**src/core/ch6_regs.vh**
```
`ifndef CH6_REGS_VH
`define CH6_REGS_VH

// register indices; the byte address is four times the index
`define CTL_INDEX           8'h29
`define DIV_INDEX           8'h2A
`define CTL_ADDR            12'h0A4
`define DIV_ADDR            12'h0A8

// control register fields
`define SRC_MSB             7
`define SRC_LSB             6
`define FMT_MSB             5
`define FMT_LSB             4
`define MODE1_MSB           3
`define MODE1_LSB           2
`define MODE2_MSB           1
`define MODE2_LSB           0

`define CTL_RESET           8'h18
`define DIV_RESET           8'h05

// source codes
`define SRC_SYNTH_ONE       2'h0
`define SRC_SYNTH_TWO       2'h1
`define SRC_PRIMARY_REF     2'h2
`define SRC_SECONDARY_REF   2'h3

// driver format codes
`define FMT_DISABLED        2'h0
`define FMT_AC_DIFF         2'h1
`define FMT_HCSL            2'h2
`define FMT_CMOS            2'h3

// cmos pin mode codes
`define PIN_OFF_HIZ         2'h0
`define PIN_OFF_LOW         2'h1
`define PIN_RUN_INV         2'h2
`define PIN_RUN_TRUE        2'h3

`endif

```
**src/core/channel_divider.v**
```verilog
// divides a sampled clock level by ratio_code + 1, counting its rising edges
module channel_divider (
    input  wire       ref_clk_i,
    input  wire       rst_i,
    input  wire       src_i,
    input  wire [7:0] ratio_code_i,
    output reg        div_o
);
    reg  [7:0] count_reg;
    reg        src_last_reg;
    wire [8:0] ratio;
    wire [8:0] half;
    wire       rise;

    assign ratio = {1'b0, ratio_code_i} + 9'h001;
    assign half  = (ratio + 9'h001) >> 1;
    assign rise  = src_i & ~src_last_reg;

    always @(posedge ref_clk_i) begin
        if (rst_i) begin
            count_reg    <= 8'h00;
            src_last_reg <= 1'b0;
            div_o        <= 1'b0;
        end else begin
            src_last_reg <= src_i;
            if (ratio_code_i == 8'h00) begin
                // ratio of one: the source passes straight through
                div_o     <= src_i;
                count_reg <= 8'h00;
            end else if (rise) begin
                // a shrinking ratio could leave the count beyond the end; wrap at once
                if (count_reg >= ratio_code_i) begin
                    count_reg <= 8'h00;
                    div_o     <= 1'b1;
                end else begin
                    count_reg <= count_reg + 8'h01;
                    div_o     <= ({1'b0, count_reg} + 9'h001) < half;
                end
            end
        end
    end
endmodule // channel_divider

```
**src/core/output_channel_six_control.v**
```verilog
// Notes on behaviour
// - the two-bit source select routes synthesizer one, synthesizer two, primary or secondary reference for codes 0 to 3, resetting to synthesizer one.
// - with the doubler on, a reference source delivers the doubled reference instead of the plain one.
// - a reference source goes straight to the driver and skips the divider whatever its code.
// - the format field disables the output for 0, picks AC differential for 1, HCSL for 2 and CMOS for 3, resetting to 1.
// - in CMOS the primary mode field sets the positive pin to off-hiz, off-low, inverted or true; in differential it picks tail current.
// - in CMOS the secondary mode field sets the negative pin the same way; in HCSL it picks the load hiz, 50, 100 or 200 ohms.
// - the divide code gives a ratio of code plus one, resetting to 0x05.
`include "ch6_regs.vh"

module output_channel_six_control (
    input  wire        ref_clk_i,
    input  wire        rst_i,
    input  wire        psel,
    input  wire        penable,
    input  wire        pwrite,
    input  wire [11:0] paddr,
    input  wire [31:0] pwdata,
    input  wire [3:0]  pstrb,
    output wire        pready,
    output reg  [31:0] prdata,
    output wire        pslverr,
    input  wire        synth_one_clk_i,
    input  wire        synth_two_clk_i,
    input  wire        primary_ref_i,
    input  wire        secondary_ref_i,
    input  wire        primary_ref_x2_i,
    input  wire        secondary_ref_x2_i,
    input  wire        doubler_enable_i,
    output reg         out_p_o,
    output reg         out_p_oe_o,
    output reg         out_n_o,
    output reg         out_n_oe_o,
    output reg  [1:0]  driver_format_o,
    output reg  [1:0]  tail_current_sel_o,
    output reg  [1:0]  hcsl_load_sel_o
);
    reg  [7:0] channel_six_output_control_reg;
    reg  [7:0] channel_six_output_divider_reg;
    reg  [6:0] sync1_reg;
    reg  [6:0] sync2_reg;
    reg        src_clk;
    wire [6:0] raw_in;
    wire       div_clk;
    wire       chan_clk;
    wire [1:0] channel_source_select;
    wire [1:0] driver_format;
    wire [1:0] driver_primary_mode;
    wire [1:0] driver_secondary_mode;
    wire       is_ref;
    wire       access;
    wire       wr;
    wire       ctl_wr;
    wire       div_wr;

    // bit positions in the synchroniser; they must follow the order of raw_in
    localparam SYNC_SYNTH_ONE    = 0;
    localparam SYNC_SYNTH_TWO    = 1;
    localparam SYNC_PRIMARY      = 2;
    localparam SYNC_SECONDARY    = 3;
    localparam SYNC_PRIMARY_X2   = 4;
    localparam SYNC_SECONDARY_X2 = 5;
    localparam SYNC_DOUBLER      = 6;

    // shared by the write strobe and the error flag
    function is_mapped;
        input [11:0] a;
        begin
            is_mapped = (a == `CTL_ADDR) || (a == `DIV_ADDR);
        end
    endfunction

    // cmos leg decode, shared by the positive and the negative leg
    function pin_drives;
        input [1:0] mode;
        begin
            // only the tri-state code releases the leg
            pin_drives = (mode != `PIN_OFF_HIZ);
        end
    endfunction

    function pin_level;
        input [1:0] mode;
        input       clk;
        begin
            // both powered-down codes hold the leg low
            case (mode)
                `PIN_RUN_TRUE: pin_level = clk;
                `PIN_RUN_INV:  pin_level = ~clk;
                default:       pin_level = 1'b0;
            endcase
        end
    endfunction

    // the doubler enable is synchronised with the clocks it selects, so both move together
    assign raw_in = {doubler_enable_i, secondary_ref_x2_i, primary_ref_x2_i, secondary_ref_i,
                     primary_ref_i, synth_two_clk_i, synth_one_clk_i};

    // every pin source passes two flops; the first stage feeds only the second
    // sampled clocks must stay well below half of ref_clk_i, or edges are lost
    // both stages reset low, the idle level of every source
    always @(posedge ref_clk_i) begin
        if (rst_i) begin
            sync1_reg <= 7'h00;
            sync2_reg <= 7'h00;
        end else begin
            sync1_reg <= raw_in;
            sync2_reg <= sync1_reg;
        end
    end

    assign channel_source_select = channel_six_output_control_reg[`SRC_MSB:`SRC_LSB];
    assign driver_format         = channel_six_output_control_reg[`FMT_MSB:`FMT_LSB];
    assign driver_primary_mode   = channel_six_output_control_reg[`MODE1_MSB:`MODE1_LSB];
    assign driver_secondary_mode = channel_six_output_control_reg[`MODE2_MSB:`MODE2_LSB];

    // apb slave: zero wait states, error on unmapped addresses
    assign access  = psel & penable;
    // a write with the low strobe clear is dropped, as only byte 0 holds a field
    assign wr      = access & pwrite & is_mapped(paddr) & pstrb[0];
    assign ctl_wr  = wr & (paddr == `CTL_ADDR);
    assign div_wr  = wr & (paddr == `DIV_ADDR);
    assign pready  = 1'b1;
    assign pslverr = access & ~is_mapped(paddr);

    always @(posedge ref_clk_i) begin
        if (rst_i) begin
            channel_six_output_control_reg <= `CTL_RESET;
            channel_six_output_divider_reg <= `DIV_RESET;
        end else begin
            if (ctl_wr) begin
                channel_six_output_control_reg <= pwdata[7:0];
            end
            if (div_wr) begin
                channel_six_output_divider_reg <= pwdata[7:0];
            end
        end
    end

    // read data is loaded in the setup phase, so with no wait states it still
    // comes from a flop and stands through the whole access phase
    always @(posedge ref_clk_i) begin
        if (rst_i) begin
            prdata <= 32'h00000000;
        end else if (psel & ~penable) begin
            if (paddr == `CTL_ADDR) begin
                prdata <= {24'h000000, channel_six_output_control_reg};
            end else if (paddr == `DIV_ADDR) begin
                prdata <= {24'h000000, channel_six_output_divider_reg};
            end else begin
                prdata <= 32'h00000000;
            end
        end
    end

    // source mux
    always @* begin
        case (channel_source_select)
            `SRC_SYNTH_ONE:   src_clk = sync2_reg[SYNC_SYNTH_ONE];
            `SRC_SYNTH_TWO:   src_clk = sync2_reg[SYNC_SYNTH_TWO];
            `SRC_PRIMARY_REF: src_clk = sync2_reg[SYNC_DOUBLER] ? sync2_reg[SYNC_PRIMARY_X2]
                                                                 : sync2_reg[SYNC_PRIMARY];
            default:          src_clk = sync2_reg[SYNC_DOUBLER] ? sync2_reg[SYNC_SECONDARY_X2]
                                                                 : sync2_reg[SYNC_SECONDARY];
        endcase
    end

    // the divider keeps counting while bypassed, so a return to a synthesizer needs no restart
    channel_divider u_div (
        .ref_clk_i    (ref_clk_i),
        .rst_i        (rst_i),
        .src_i        (src_clk),
        .ratio_code_i (channel_six_output_divider_reg),
        .div_o        (div_clk)
    );

    // the divided path carries one flop of latency; the bypass is used as is
    assign is_ref   = channel_source_select[1];
    assign chan_clk = is_ref ? src_clk : div_clk;
    // pins are released during reset and take the configured format one edge later

    always @(posedge ref_clk_i) begin
        if (rst_i) begin
            out_p_o            <= 1'b0;
            out_p_oe_o         <= 1'b0;
            out_n_o            <= 1'b0;
            out_n_oe_o         <= 1'b0;
            driver_format_o    <= 2'h0;
            tail_current_sel_o <= 2'h0;
            hcsl_load_sel_o    <= 2'h0;
        end else begin
            // the selects read zero in formats where the field has no meaning
            driver_format_o    <= driver_format;
            tail_current_sel_o <= (driver_format == `FMT_AC_DIFF || driver_format == `FMT_HCSL)
                                  ? driver_primary_mode : 2'h0;
            hcsl_load_sel_o    <= (driver_format == `FMT_HCSL) ? driver_secondary_mode : 2'h0;
            case (driver_format)
                `FMT_DISABLED: begin
                    // both legs released
                    out_p_o    <= 1'b0;
                    out_p_oe_o <= 1'b0;
                    out_n_o    <= 1'b0;
                    out_n_oe_o <= 1'b0;
                end
                `FMT_CMOS: begin
                    out_p_oe_o <= pin_drives(driver_primary_mode);
                    out_p_o    <= pin_level(driver_primary_mode, chan_clk);
                    out_n_oe_o <= pin_drives(driver_secondary_mode);
                    out_n_o    <= pin_level(driver_secondary_mode, chan_clk);
                end
                default: begin
                    // differential pair: complementary legs
                    // the mode fields reach the driver only through the exported selects
                    out_p_o    <= chan_clk;
                    out_p_oe_o <= 1'b1;
                    out_n_o    <= ~chan_clk;
                    out_n_oe_o <= 1'b1;
                end
            endcase
        end
    end
endmodule // output_channel_six_control

```
**config.mk**
```make
export PLATFORM = sky130hd
export DESIGN_NAME = output_channel_six_control
export DESIGN_NICKNAME = d
export VERILOG_FILES = /design/src/core/channel_divider.v /design/src/core/output_channel_six_control.v
export VERILOG_INCLUDE_DIRS = /design/src /design/src/core
export SDC_FILE = /design/constraint.sdc
export NUM_CORES = 1
export LEC_CHECK = 0
export ABC_CLOCK_PERIOD_IN_PS = 6400
export BUFFER_PORTS_ARGS = -buffer_cell sky130_fd_sc_hd__buf_2
export CAP_MARGIN = 10
export CORE_ASPECT_RATIO = 0.7
export CORE_MARGIN = 10
export CORE_UTILIZATION = 30
export DETAILED_ROUTE_END_ITERATION = 7
export HOLD_SLACK_MARGIN = 0.12
export PLACE_DENSITY = 0.56
export SETUP_SLACK_MARGIN = 0.5
export SLEW_MARGIN = 15
export SYNTH_ARGS = -nofsm -noshare
export SYNTH_HDL_FRONTEND = slang
export SYNTH_HIERARCHICAL = 1
export SYNTH_SLANG_ARGS = --single-unit
```
**constraint.sdc**
```tcl
create_clock -name ref_clk_i -period 6.4 [get_ports ref_clk_i]
set_input_delay 0 -clock ref_clk_i [delete_from_list [all_inputs] [get_ports ref_clk_i]]
set_output_delay 0 -clock ref_clk_i [all_outputs]
set_load 0.02 [all_outputs]
```
==> results.py <==
metrics = {
    "worst_setup_path": {
        "endpoint_kind": "register",
        "worstSetupStartpointType": "register",
        "arrival_ns": 3.04,
        "crit_fanout": 5,
        "worstSetupPathType": "register to register",
        "required_ns": 6.63,
    },
    "grt": {
        "grt.total_usage_pct": 10.2,
        "top_usage_layer": "met2",
        "grt_max_degree": 46,
        "gr-total-overflow": 0,
        "grt_use_met2_pct": 15.4,
        "grt_util_met1_pct": 13.5,
        "grt_pass1_wl_um": 12600,
        "grt_pass1_vias": 2498,
        "antenna_found_initial": 0,
        "grt_use_met3_pct": 3.81,
    },
    "layout": {
        "area_growth_pct": 22.9,
        "n_antenna_cell": 0,
        "final_layout_size_suffix_gt1_share_pct": 20.1,
        "seq_area_sq_um": 1160,
        "fin_nets": 483,
        "nFillCells": 1063,
        "multiInputGateArea_sq_um": 1750,
        "finish.utilization_pct": 37.6,
    },
    "clock_tree": {
        "htree_levels": 3,
        "cts_buffer_depth": 2,
        "clock_latency_ns": 0.32,
        "cts_sinks": 58,
        "postCtsSetupBuffers": 0,
        "cts-root-buf": "clkbuf_16",
        "clkTransAtPathRegs_ns": 0.05,
        "cts_buffers": 9,
        "ctsHoldBuffers": 15,
        "post_cts_resized": 0,
        "cts_tree": "built",
    },
    "floorplan": {
        "die_y_um": 106,
        "fp-row-count": 31,
        "core-area_sq_um": 10300,
        "io_pins": 104,
        "die_area_sq_um": 15100,
        "initial_core_util_pct": 30.6,
        "die_width_um": 143,
    },
    "timing": {
        "relSlewSlack_pct": 45.1,
        "final_max_slew_viol_count": 0,
        "tns_ns": 0,
        "period_share_pct": 43.9,
        "hold_viol": 0,
        "setup-violations-final": 0,
        "rsz0062_at_grt": "false",
        "finalClockSkew_ns": 0.00414,
        "fin_crit_ns": 2.81,
        "worst_pin_slew_ns": 0.824,
        "setup_ws_ns": 3.59,
        "fmax_mhz": 356,
        "hold_ws_ns": 0.176,
    },
    "power": {
        "peakVddDrop_uv": 147,
        "leakagePower_uw": 0.00165,
        "p_per_area_nw_per_um2": 244,
    },
    "synth": {
        "ys_ff_latch": 58,
        "ys.flop_type": "dfxtp_1",
        "synth_compound_area_share_pct": 14.3,
        "synthXorXnorAreaFrac_pct": 3.06,
        "synth-simple-area-share_pct": 21.2,
        "synth-edff-count": 0,
        "avgSynthCellArea_sq_um": 9.25,
        "ys_warn_count": 6,
        "synth_fa_ha_area_share_pct": 7.94,
        "ys_seq_area_share_pct": 36.8,
        "syn_area_sq_um": 3150,
        "muxShareOfSynthArea_pct": 6.11,
        "synth-async-reset-ratio_pct": 0,
        "synthCells": 341,
        "synth.lib_cells_used.distinct": 56,
        "synth_top_family_by_area": "simple AND/OR/NAND/NOR gates",
    },
    "drt": {
        "drt_iter0_markers": 121,
        "vias": 2537,
        "viasPerCell": 4.70,
        "finalWirelength_um": 7680,
        "wl_per_cell_um": 14.2,
        "drc": 0,
        "dr.pass1.iters": 4,
        "drtAntennaViolNets": 0,
    },
    "worst_hold_path": {
        "hp-class": "input pin to register",
    },
    "status": {
        "status": "completed",
    },
    "placed_design": {
        "place_worst_setup_slack_ns": 3.67,
        "io_buffers": 51,
        "gp_congestion": 0.771,
        "hpwl_um": 5850,
    },
    "job": {
        "cap_violations": 0,
    },
}
## synth_stat cells (2+ instances only)
library cell / number / share of area, %
xnor2_1: 9 / 2.5
o21ai_0: 5 / 0.79
or4b_2: 2 / 0.63
a21oi_1: 6 / 0.95
buf_6: 2 / 0.71
nor4_4: 2 / 1.3
nand2_1: 12 / 1.4
buf_4: 25 / 6.0
nor4_1: 2 / 0.40
buf_2: 2 / 0.32
nand4_1: 3 / 0.60
nor3_1: 5 / 0.79
buf_1: 3 / 0.36
o21a_1: 2 / 0.48
nand3_1: 21 / 3.3
dfxtp_1: 58 / 37
ha_1: 20 / 7.9
conb_1: 2 / 0.24
nand2b_1: 2 / 0.40
o21ai_1: 2 / 0.32
a22o_1: 9 / 2.5
nor2_1: 28 / 3.3
a21o_1: 4 / 0.95
a211o_1: 2 / 0.56
xor2_1: 2 / 0.56
mux2i_1: 17 / 5.4
o2111ai_1: 7 / 1.9
or4b_1: 2 / 0.63
or2_2: 3 / 0.60
inv_1: 19 / 2.3
a22oi_1: 8 / 1.9
clkbuf_1: 6 / 0.71
and2_1: 2 / 0.40
and3_1: 5 / 0.99
nor2b_1: 18 / 3.6
o31ai_1: 4 / 0.95
## final timing paths
kind                 startpoint                                 to  slack, ns  cells after the start
max          u_div/count_reg[1]                        u_div/div_o       3.59                     10
min                    paddr[8]  channel_six_output_control_reg[4]       0.18                      4
max reg2reg  u_div/count_reg[1]                        u_div/div_o       3.59                     10
min reg2reg        sync1_reg[5]                       sync2_reg[5]       0.43                      1
## power by group
| group | total (uW) | switching (uW) | internal (uW) | leakage [uW] |
|---|---|---|---|---|
| clock network | 507 | 158 | 349 | 0.000156 |
| logic | 69.1 | 43.1 | 26.0 | 0.00102 |
| registers | 371 | 1.97 | 369 | 0.000473 |
| total | 947 | 203 | 744 | 0.00165 |
## per-layer routing
layer	vias up	wire, um	part of all wire, %
met2	54	3440	45
li1	1294	-	-
met3	4	410	5.3
met4	0	25	0.33
met1	1185	3800	49
met5	-	0	0
## worst max-delay path: stages (launching register included)
cell and delay, ns:
dfxtp_1 0.40, ha_1 0.27, nand3_1 0.23, nor2_1 0.20, xnor2_1 0.17, inv_1 0.07, ha_1 0.31, a21o_1 0.16
a2111oi_0 0.49, o21ai_0 0.20, o221ai_1 0.21
## logic make-up after synthesis
logic type,Yosys count
fa+ha+maj,20
simple gates,116
mux,18
flops,58
other cells,2
compound gates,59
buf+inv,57
xor+xnor,11
## layout by cell type, fill, tap and decap left out, types with 4 or more instances in the layout
cell type,instances
dfxtp_1,58
buf_2,51
nor2_1,28
conb_1,25
nand3_1,21
ha_1,20
inv_1,19
nor2b_1,18
mux2i_1,17
dlygate4sd3_1,15
nand2_1,12
a22o_1,9
clkbuf_16,9
xnor2_1,9
a22oi_1,8
o2111ai_1,7
a21oi_1,6
nor3_1,5
and3_1,5
o21ai_0,5
a21o_1,4
o31ai_1,4
## layout make-up
type / instances / share of cell area, %
Multi-Input combinational cell: 249 / 45.2
Sequential cell: 58 / 30.0
Timing Repair Buffer: 66 / 10.5
Clock buffer: 11 / 6.26
Tap cell: 132 / 4.26
Clock inverter: 5 / 2.00
Inverter: 19 / 1.84
## per-stage QoR
stage / cell area [sq um] / instances / power [uW]
floorplan: 3240 / 364 / 432
global placement: 3410 / 509 / 439
detailed placement: 3410 / 509 / 440
CTS: 3880 / 540 / 960
global route: 3880 / 540 / 983
finish: 3880 / 540 / 947
Note: power is estimated with default switching activity, not from simulation.
